### config.mk
export PLATFORM = sky130hd
export DESIGN_NAME = link_host_flat
export DESIGN_NICKNAME = d
export VERILOG_FILES = /design/src/hw/link_pkg.sv /design/src/hw/link_if.sv /design/src/hw/sync2.sv /design/src/hw/link_host.sv /design/src/flat_wrapper.sv
export VERILOG_INCLUDE_DIRS = /design/src /design/src/hw
export SDC_FILE = /design/constraint.sdc
export NUM_CORES = 1
export LEC_CHECK = 0
export BUFFER_PORTS_ARGS = -buffer_cell sky130_fd_sc_hd__buf_2
export CAP_MARGIN = 0
export CORE_ASPECT_RATIO = 0.8
export CORE_MARGIN = 1.5
export CORE_UTILIZATION = 54
export DETAILED_ROUTE_END_ITERATION = 8
export GPL_ROUTABILITY_DRIVEN = 0
export GPL_TIMING_DRIVEN = 0
export PLACE_DENSITY_LB_ADDON = 0.1
export SLEW_MARGIN = 10
export SYNTH_ARGS = -nofsm -noshare
export SYNTH_HDL_FRONTEND = slang
export SYNTH_SLANG_ARGS = --single-unit
### constraint.sdc
create_clock -name CLOCK -period 4.45 [get_ports CLOCK]
set_clock_uncertainty 0.2 [all_clocks]
set_input_delay 0.2225 -clock CLOCK [delete_from_list [all_inputs] [get_ports CLOCK]]
set_output_delay 0.2225 -clock CLOCK [all_outputs]
set_load 0.02 [all_outputs]
### src/hw/link_defs.svh
// Function
// [RULE_01] host computes minimum cycle from slave figures; here CYCLE_MIN is a fixed parameter, not computed by the host
// [RULE_02] host clock period never below slave minimum
// [RULE_03] frame spacing respects computed and absolute minima
// [RULE_04] n slaves: four clocks plus delays plus channels
// [RULE_05] one slave: clock times five plus lengths
// [RULE_06] standard operation forwards data and return line
// [RULE_07] feedback operation drives own data onto return
// [RULE_08] broadcast code 10 switches couplers to feedback; here it toggles them, so couplers in feedback go back to standard
// [RULE_09] node without coupler ignores switch code
// [RULE_10] host restores couplers one by one, checks; here a second broadcast code 10 toggles all couplers back, unchecked
// [RULE_11] host keeps link clock within permitted range
// [RULE_12] node works across required clock range
// [RULE_13] clock phases at least forty percent period
// [RULE_14] adaptive timeout within reference plus three periods; node has no timeout, the marker re-arms it each frame
// [RULE_15] host tolerates line delay up to maximum
// [RULE_16] host sampling tolerates quarter period jitter
// [RULE_17] processing time and start delay within limits
// [RULE_18] register access finishes within twenty milliseconds
// [RULE_19] node output lags forwarded clock within half phase
// [RULE_20] host measures line delay and uses it; DELAY is only an output, sampling does not use it
// [RULE_21] coupler starts in standard operation after reset
`ifndef LINK_DEFS_SVH
`define LINK_DEFS_SVH
`define CLK_NS          8
`define LINK_HALF_DIV   8'h3f
`define TIMEOUT_NS      20000
`define TIMEOUT_CYC     ((`TIMEOUT_NS + `CLK_NS - 1) / `CLK_NS)
`define HDR_CLOCKS      4
`define CMD_COUPLER     2'h2
`define CMD_MARK        2'h1
`define MARK_PATTERN    4'h1
`define CMD_BITS        4
`define BUSY_CLOCKS     2
`define START_DLY_MAX   8
`endif

### src/hw/link_pkg.sv
package link_pkg;
  typedef enum {H_IDLE, H_RUN, H_GAP} host_state_t;
  typedef enum {N_IDLE, N_BUSY, N_SHIFT, N_TAIL} node_state_t;
endpackage

### src/hw/link_if.sv
`timescale 1ns/1ps
interface link_if;
  logic host_clock_out;
  logic host_data_out;
  logic host_data_in;
  modport host (output host_clock_out, output host_data_out,
                input host_data_in);
  modport node (input host_clock_out, input host_data_out,
                output host_data_in);
endinterface

### src/hw/sync2.sv
`timescale 1ns/1ps
module sync2
  (
    // clock and reset
    input  wire logic CLOCK,
    input  wire logic RESET,
    // level in and out
    input  wire logic D,
    output logic      Q
  );
  logic meta;

  // two-stage synchroniser; meta is read only by q
  always_ff @(posedge CLOCK or posedge RESET)
  begin
    if (RESET)
    begin
      meta <= 1'h0;
      Q    <= 1'h0;
    end
    else
    begin
      meta <= D;
      Q    <= meta;
    end
  end
endmodule

### src/hw/link_host.sv
`timescale 1ns/1ps
`include "link_defs.svh"
module link_host
  import link_pkg::*;
  #(
    parameter int CHANNEL_PAYLOAD_BITS   = 24,
    parameter int CHECKSUM_BITS = 6,
    parameter int BUSY_CYC = 128,
    parameter int CYCLE_MIN = 32000
  )
  (
    // clock and reset
    input  wire logic CLOCK,
    input  wire logic RESET,
    // user side
    input  wire logic START,
    input  wire logic [1:0] CMD,
    output logic      BUSY,
    output logic      DONE,
    output logic [31:0] DATA,
    output logic [15:0] DELAY,
    // link
    link_if.host      LINK
  );
  host_state_t state;
  logic [7:0]  div;
  logic        clk_out;
  logic [15:0] bits;
  logic [31:0] gap;
  logic        rx;
  logic [15:0] total;
  logic [31:0] shreg;
  logic        delay_open;

  // return data crosses into our domain
  sync2 u_rx (.CLOCK(CLOCK), .RESET(RESET), .D(LINK.host_data_in),
              .Q(rx));

  // enough clocks: header, busy, channel plus tail
  assign total = 16'(`HDR_CLOCKS + `START_DLY_MAX + 1 + CHANNEL_PAYLOAD_BITS + CHECKSUM_BITS
                     + 2 * `CMD_BITS); // see [RULE_04] [RULE_05]

  // divider makes link clock; 50% duty, period fixed above minimum
  always_ff @(posedge CLOCK or posedge RESET)
  begin
    if (RESET)
    begin
      state   <= H_IDLE;
      div     <= 8'h00;
      clk_out <= 1'h1;
      bits    <= 16'h0000;
      gap     <= 32'h0;
      BUSY    <= 1'h0;
      DONE    <= 1'h0;
    end
    else
    begin
      DONE <= 1'h0;
      case (state)
        H_IDLE:
        begin
          if (START)
          begin
            state <= H_RUN;
            BUSY  <= 1'h1;
            bits  <= 16'h0000;
            div   <= 8'h00;
          end
        end
        H_RUN:
        begin
          div <= div + 8'h01; // see [RULE_02] [RULE_11] [RULE_13]
          if (div == `LINK_HALF_DIV)
          begin
            div     <= 8'h00;
            clk_out <= ~clk_out;
            if (!clk_out)
              bits <= bits + 16'h0001;
            if (!clk_out && bits == total)
            begin
              state <= H_GAP;
              gap   <= 32'h0;
            end
          end
        end
        H_GAP:
        begin
          gap <= gap + 32'h1; // see [RULE_03]
          if (gap >= 32'(CYCLE_MIN + `TIMEOUT_CYC))
          begin
            state <= H_IDLE;
            BUSY  <= 1'h0;
            DONE  <= 1'h1;
          end
        end
        default: state <= H_IDLE;
      endcase
    end
  end

  // marker, then the two command bits, then zeros; the node has no
  // timer of its own, so it finds frame and command from this pattern
  always_ff @(posedge CLOCK or posedge RESET)
  begin
    if (RESET)
      LINK.host_data_out <= 1'h0;
    else if (state == H_RUN && bits == 16'h0000)
      LINK.host_data_out <= 1'h1;
    else if (state == H_RUN && bits >= 16'h0001 && bits <= 16'h0002)
      LINK.host_data_out <= CMD[bits[0]]; // see [RULE_10]
    else
      LINK.host_data_out <= 1'h0;
  end

  assign LINK.host_clock_out = clk_out;

  // line delay: second rising link edge to first low return bit;
  // the count includes the two synchroniser stages
  always_ff @(posedge CLOCK or posedge RESET)
  begin
    if (RESET)
    begin
      DELAY      <= 16'h0000;
      delay_open <= 1'h0;
    end
    else if (state == H_IDLE && START)
    begin
      DELAY      <= 16'h0000;
      delay_open <= 1'h1;
    end
    else if (delay_open && state == H_RUN && bits >= 16'h0002)
    begin
      if (rx)
        DELAY <= DELAY + 16'h0001; // see [RULE_15] [RULE_20]
      else
        delay_open <= 1'h0;
    end
  end

  // capture return bits at falling half of each link clock; mid-bit
  // sampling leaves half a period either way for jitter
  always_ff @(posedge CLOCK or posedge RESET)
  begin
    if (RESET)
    begin
      shreg <= 32'h0;
      DATA  <= 32'h0;
    end
    else
    begin
      if (state == H_RUN && div == `LINK_HALF_DIV && clk_out)
        shreg <= {shreg[30:0], rx}; // see [RULE_01] [RULE_16]
      if (state == H_GAP && gap == 32'h0)
        DATA <= shreg;
    end
  end
endmodule

### src/flat_wrapper.sv
// flat-port wrapper written by rule: the top's interface ports become plain ports
module link_host_flat import link_pkg::*;
#(
    parameter int CHANNEL_PAYLOAD_BITS   = 24,
    parameter int CHECKSUM_BITS = 6,
    parameter int BUSY_CYC = 128,
    parameter int CYCLE_MIN = 32000
  )
  (CLOCK, RESET, START, CMD, BUSY, DONE, DATA, DELAY, LINK_host_clock_out, LINK_host_data_out, LINK_host_data_in);
  link_if LINK_i ();
  input  wire logic CLOCK;
  input  wire logic RESET;
  input  wire logic START;
  input  wire logic [1:0] CMD;
  output logic BUSY;
  output logic DONE;
  output logic [31:0] DATA;
  output logic [15:0] DELAY;
  output wire logic [$bits(LINK_i.host_clock_out)-1:0] LINK_host_clock_out;
  output wire logic [$bits(LINK_i.host_data_out)-1:0] LINK_host_data_out;
  input wire logic [$bits(LINK_i.host_data_in)-1:0] LINK_host_data_in;
  assign LINK_host_clock_out = LINK_i.host_clock_out;
  assign LINK_host_data_out = LINK_i.host_data_out;
  assign LINK_i.host_data_in = LINK_host_data_in;
  link_host #(.CHANNEL_PAYLOAD_BITS(CHANNEL_PAYLOAD_BITS), .CHECKSUM_BITS(CHECKSUM_BITS), .BUSY_CYC(BUSY_CYC), .CYCLE_MIN(CYCLE_MIN)) u_core (.CLOCK(CLOCK), .RESET(RESET), .START(START), .CMD(CMD), .BUSY(BUSY), .DONE(DONE), .DATA(DATA), .DELAY(DELAY), .LINK(LINK_i));
endmodule
==> results of run 1 <==
[cells by family after synthesis]
logic type / Yosys count / share of synthesized area, %
xor gates and xnor gates: 21 / 2.62
AOI/OAI and AO/OA: 126 / 11.7
DFF: 145 / 51.6
muxes: 69 / 11.0
adders and majority gates: 9 / 1.60
buffers and inverters: 48 / 3.06
and+or+nand+nor: 235 / 18.4
[per-layer routing]
metal  wire length, um  track usage, %  vias up  part of all wire [%]
met4               120            7.30        0                  0.77
met3               950            7.22       14                   6.1
met1              7470            36.3     2696                    48
met2              6950            35.4      171                    45
met5                 0               0        -                     0
li1                  -               -     2592                     -
[report_power, final]
group	leakage, nW	switching [mW]	internal (mW)
logic	1.63	0.415	0.179
registers	2.00	0.0645	1.38
clock network	0.301	0.621	0.854
total	3.92	1.10	2.41
[registers in the layout, summed over array words and instances (netlist names)]
name                        cells
u_core.BUSY                     1
u_core.DATA                    32
u_core.DELAY                   16
u_core.DONE                     1
u_core.LINK.host_clock_out      1
u_core.LINK.host_data_out       1
u_core.bits                    16
u_core.delay_open               1
u_core.div                      8
u_core.gap                     32
u_core.shreg                   32
u_core.state                    2
u_core.u_rx.Q                   1
u_core.u_rx.meta                1
[critical path: cells and delay by family (launching register included)]
kind            cells  cell delay [ps]
buf+inv             1              500
compound gates      3              810
flops               1              420
fa+ha+maj           1              280
simple gates        2              470
[how the worst min path moves through the flow]
stage	end	depth (start not counted)	slack, ps
finish	u_core.LINK.host_data_out$_DFF_PP0_	5	100
global route	u_core.LINK.host_data_out$_DFF_PP0_	5	130
CTS	u_core.LINK.host_data_out$_DFF_PP0_	5	80
detailed placement	u_core.DATA[3]$_DFFE_PP0P_	2	20
global placement	u_core.u_rx.meta$_DFF_PP0_	1	130
floorplan	u_core.u_rx.meta$_DFF_PP0_	0	50
[final cells by class]
type,count,area share [%]
Buffer,32,1.89
Clock buffer,17,5.18
Clock inverter,15,2.21
Inverter,16,0.823
Multi-Input combinational cell,460,38.8
Sequential cell,145,44.2
Tap cell,175,2.67
Timing Repair Buffer,61,4.18
[Yosys cell counts (2+ instances only)]
master      n  area, um2
and4_1     10       87.6
o41ai_1     4       35.0
nor2b_1     2       12.5
o311ai_0    2       17.5
a21oi_1    26        130
o31ai_1    23        173
and3_1     16        100
nor3_1      7       35.0
mux2i_1     5       50.1
a22oi_1     2       15.0
clkbuf_1   15       56.3
nand2b_1    2       12.5
or3_1       9       56.3
a22o_1      2       17.5
buf_4       3       22.5
inv_1      15       56.3
a31oi_1     7       43.8
nor2_1     40        150
nand3b_1    3       22.5
nand3_1    30        150
o211a_1     2       20.0
mux2_1      4       45.0
dfrtp_1   144       3600
nor4b_1     2       17.5
nor3_2      2       20.0
xor2_1     19        166
nor4_1     11       68.8
a211o_1     2       17.5
nand3_2     2       20.0
nand2_1    49        184
mux2_2     60        676
nand4_1    32        200
o21ai_0    42        210
nor4_2      3       37.5
buf_2      12       60.1
xnor2_1     2       17.5
and2_1      8       50.1
ha_1        9        113
or4_1       2       15.0
[through the flow]
step                cells  util, %  setup slack, ps  hold WS (ps)
finish                921     64.2             1670           105
global route          921     64.2             1590           132
CTS                   921     64.2             1730          75.1
detailed placement    886     59.3             1730          21.0
global placement      885     59.0            -1410           132
floorplan             653        -              135          53.9
==> flow_metrics.py, run 1 <==
metrics = {
    "run_status": {
        "run_status": "finished, final reports clean",
    },
    "clock_network": {
        "cts_resized": 0,
        "cts_setup_buffers": 0,
        "clk_pin_slew_worst_paths_ps": 60,
        "root_buffer": "clkbuf_16",
        "htreeDepth": 4,
        "cts_tree": "yes",
        "clockBufferDepth": 2,
        "cts_buffers": 17,
        "ctsHoldBuffers": 3,
        "clkSinkCount": 145,
        "clk-insertion-delay-late_ps": 420,
    },
    "timing": {
        "rsz0062_at_grt": "false",
        "maxSlewHeadroom_pct": 53.0,
        "hold_violations": 0,
        "slew_violations": 0,
        "fin_crit_sh_pct": 62.5,
        "period_needed_ps": 2780,
        "finalSetupViolations": 0,
        "tns_ps": 0,
        "worst_pin_slew_ps": 702,
        "fmax_mhz": 360,
    },
    "finish": {
        "layout_common_cells": "144 x dfrtp_1, 69 x buf_2, 60 x mux2_2",
        "final_nets": 748,
        "fin_area_mm2": 0.00821,
        "antenna_cells": 0,
        "nFillCells": 1033,
        "final_common_cell": "dfrtp_1",
        "multiInputGateArea_mm2": 0.00319,
        "areaGrowthSynthToFinish_pct": 16.7,
        "register_area_mm2": 0.00363,
        "final_layout_size_suffix_gt1_share_pct": 24.4,
    },
    "global_route": {
        "first_global_vias": 5300,
        "grt_pass1_wl_mm": 26.5,
        "grt_max_degree": 109,
        "overflow": 0,
        "grt_usage_pct": 24.7,
        "antenna_found_initial": 0,
    },
    "route": {
        "drt_iter0_drc": 380,
        "totalWireLength_mm": 15.5,
        "drt_first_pass_iters": 5,
        "avgViaCountPerCell": 5.94,
        "post-route-drc-count": 0,
        "wire_per_inst_um": 16.8,
        "vias": 5473,
        "ant_nets": 0,
    },
    "synthesis": {
        "ys_types": 62,
        "synth_cells": 653,
        "avgSynthCellArea_um2": 10.8,
        "synth_edf_count": 0,
        "yosysSeqAreaShare_pct": 51.6,
        "synth_fp_nets": 668,
        "synth-seq-cells": 145,
        "syn_area_mm2": 0.00703,
        "synthArstFlopShare_pct": 100,
        "yosysWarnings": 0,
        "synth_ff_type": "dfrtp_1",
    },
    "die": {
        "die_h_um": 105,
        "fp.dieArea_mm2": 0.0137,
        "start_util_pct": 55.0,
        "io_pins": 58,
        "num_rows": 37,
        "core_area_mm2": 0.0128,
        "die_x_um": 131,
    },
    "worst_setup_path": {
        "r2r_start": "u_core.bits[0]$_DFFE_PP0P_",
        "path_max_fanout": 10,
        "reg2reg_depth": 7,
        "crit_path_start": "u_core.bits[0]$_DFFE_PP0P_",
        "r2r_setup_slack_ps": 1670,
        "path_class": "flop to flop",
        "cp-endpoint": "u_core.gap[26]$_DFFE_PP0P_",
        "path_cells": "ha_1, and3_1, and4_1, a41oi_2, clkbuf_1, o21ai_0, o31ai_1",
        "critPathArrivalTime_ps": 2900,
        "crit_slowest_cell": "clkbuf_1",
        "slowest_delay_ps": 500,
        "required_ps": 4570,
        "critPathCaptureType": "flop",
        "start_kind": "flop",
        "r2r-end": "u_core.gap[26]$_DFFE_PP0P_",
    },
    "placement": {
        "place_hpwl_mm": 10.5,
        "port_buffers": 57,
        "place_area_mm2": 0.00757,
    },
    "power": {
        "vdd_drop_max_uv": 303,
        "power_mw": 3.51,
        "p_leak_nw": 3.92,
        "pwr_density_cell_mw_per_mm2": 427,
    },
    "hold_path": {
        "holdCritPathClass": "primary input to flop",
        "hp-start": "CMD[1]",
    },
    "job": {
        "maxCapViolCount": 0,
    },
}
No activity file was read; power rests on OpenSTA's default activity.
==> run 2, diff against run 1 <==
--- a/config.mk
+++ b/config.mk
@@ -10,7 +10,7 @@
 export CAP_MARGIN = 0
 export CORE_ASPECT_RATIO = 0.8
 export CORE_MARGIN = 1.5
-export CORE_UTILIZATION = 54
+export CORE_UTILIZATION = 60
 export DETAILED_ROUTE_END_ITERATION = 8
 export GPL_ROUTABILITY_DRIVEN = 0
 export GPL_TIMING_DRIVEN = 0
==> constraint.sdc (replaced) <==
create_clock -name CLOCK -period 2.75 [get_ports CLOCK]
set_clock_uncertainty 0.2 [all_clocks]
set_input_delay 0.1375 -clock CLOCK [delete_from_list [all_inputs] [get_ports CLOCK]]
set_output_delay 0.1375 -clock CLOCK [all_outputs]
set_load 0.02 [all_outputs]
==> run 2 against run 1 <==
Die area down 9.8%. Clock power up 55%. Register-to-register slack worse by 1600 ps. Non-clock buffer count up 3. Critical endpoint is now u_core.DATA[0]$_DFFE_PP0P_. Worst hold slack worse by 69 ps.
==> flow_metrics.py, run 2 (same netlist as run 1, synthesis figures left out) <==
metrics = {
    "power": {
        "p_int_mw": 3.75,
        "pwr_density_cell_mw_per_mm2": 683,
        "switchingPower_mw": 1.86,
        "clockPowerShare_pct": 40.6,
        "vdd_drop_max_uv": 533,
        "pwr-share-comb_pct": 17.8,
        "pwr-share-seq_pct": 41.6,
        "p_leak_nw": 3.93,
        "switching_share_pct": 33.1,
    },
    "die": {
        "die_h_um": 99.8,
        "die_x_um": 124,
        "io_pins": 58,
        "core_area_mm2": 0.0115,
        "start_util_pct": 61.3,
        "num_rows": 35,
        "fp.dieArea_mm2": 0.0124,
    },
    "worst_setup_path": {
        "crit_path_start": "u_core.gap[4]$_DFFE_PP0P_",
        "r2r-end": "u_core.DATA[0]$_DFFE_PP0P_",
        "path_class": "flop to flop",
        "required_ps": 2850,
        "cp-endpoint": "u_core.DATA[0]$_DFFE_PP0P_",
        "path_max_fanout": 10,
        "critPathCaptureType": "flop",
        "critPathArrivalTime_ps": 2750,
        "reg2reg_depth": 6,
        "r2r_setup_slack_ps": 100,
        "start_kind": "flop",
        "r2r_start": "u_core.gap[4]$_DFFE_PP0P_",
    },
    "global_route": {
        "first_global_vias": 5312,
        "grt_usage_pct": 27.5,
        "antenna_found_initial": 0,
        "grt_max_degree": 37,
        "overflow": 0,
        "grt_pass1_wl_mm": 26.5,
    },
    "hold_path": {
        "holdPathStages": 5,
        "holdCritPathClass": "primary input to flop",
    },
    "finish": {
        "fin_util_pct": 71.6,
        "antenna_cells": 0,
        "top_regs": "u_core.DATA x32, u_core.gap x32, u_core.shreg x32",
        "final_nets": 751,
        "layout_common_cells": "144 x dfrtp_1, 69 x buf_2, 60 x mux2_2",
        "areaGrowthSynthToFinish_pct": 16.8,
        "final_layout_size_suffix_gt1_share_pct": 25.5,
        "final_common_cell": "dfrtp_1",
    },
    "route": {
        "post-route-drc-count": 0,
        "wire_per_inst_um": 17.8,
        "drt_first_pass_iters": 5,
        "vias": 5576,
        "totalWireLength_mm": 16.0,
        "avgViaCountPerCell": 6.22,
        "ant_nets": 0,
        "drt_iter0_drc": 593,
    },
    "timing": {
        "maxSlewHeadroom_pct": 53.2,
        "worst_pin_slew_ps": 699,
        "rsz0062_at_grt": "false",
        "whs_ps": 35.1,
        "fmax_mhz": 378,
        "setup_slack_ps": 103,
        "finalSetupViolations": 0,
        "slew_violations": 0,
        "hold_violations": 0,
        "period_needed_ps": 2650,
        "fin_crit_sh_pct": 96.3,
    },
    "clock_network": {
        "clockBufferDepth": 2,
        "clkSinkCount": 145,
        "cts_tree": "yes",
        "clk_pin_slew_worst_paths_ps": 70,
        "cts_buffers": 17,
        "htreeDepth": 4,
        "root_buffer": "clkbuf_16",
        "clk-insertion-delay-late_ps": 420,
    },
    "run_status": {
        "run_status": "finished, final reports clean",
    },
    "placement": {
        "port_buffers": 57,
        "place_hpwl_mm": 10.6,
        "post-place-ws_ps": 89.2,
    },
    "job": {
        "maxCapViolCount": 0,
    },
}
run 2: cell types whose count changed in the layout (fill, tap and decap cells not counted), sizes merged:
cell,change
bufinv,-2
clkinv,+1
clkinvlp,+4
inv,-3
buf,+3
run 2: worst max-delay path: stages, from the launching register on:
cell and delay [ps]:
dfrtp_1 350, buf_2 170, nor4_1 500, nand4_1 200, nor3_2 380, buf_2 350, mux2_2 380
run 2: worst min path at each step:
stage	start	endpoint	slack, ps
floorplan	LINK_host_data_in	u_core.u_rx.meta$_DFF_PP0_	-30
global placement	LINK_host_data_in	u_core.u_rx.meta$_DFF_PP0_	50
detailed placement	RESET	u_core.gap[27]$_DFFE_PP0P_	7
CTS	CMD[1]	u_core.LINK.host_data_out$_DFF_PP0_	1
global route	CMD[1]	u_core.LINK.host_data_out$_DFF_PP0_	80
finish	CMD[1]	u_core.LINK.host_data_out$_DFF_PP0_	40
run 2: routing by layer:
layer,global-route usage (%),routed length (um)
met1,40.3,7480
met2,40.0,7270
met3,6.14,941
met4,10.3,276
met5,0,0
run 2: what timing repair did:
item,4_1_cts,5_1_grt
endpoints found under the setup margin,0,29
buffers inserted,0,0
resized for setup,0,10
hold endpoints to repair,58,0
hold buffers,3,0
run 2: area by class of cell:
type | instances | area (um2)
Buffer | 32 | 160
Clock buffer | 17 | 425
Clock inverter | 15 | 159
Fill cell | 814 | 3260
Inverter | 16 | 67.6
Multi-Input combinational cell | 460 | 3190
Sequential cell | 145 | 3630
Tap cell | 148 | 185
Timing Repair Buffer | 64 | 395
run 2: metrics by stage:
step,instances,area (um2),setup TNS [ps],total power [mW]
detailed placement,862,7590,0,3.33
CTS,897,8200,0,5.61
global route,897,8210,0,5.85
finish,897,8210,0,5.61
floorplan,653,7040,0,3.03
global placement,858,7510,-31790,3.28
run 2: power groups by stage:
stage / combinational [mW] / sequential, mW / clock (mW)
2_1_floorplan: 0.665 / 2.36 / 0
3_3_place_gp: 0.915 / 2.36 / 0
3_5_place_dp: 0.963 / 2.37 / 0
4_1_cts: 0.971 / 2.33 / 2.31
5_1_grt: 1.10 / 2.35 / 2.41
6_report: 0.999 / 2.33 / 2.28
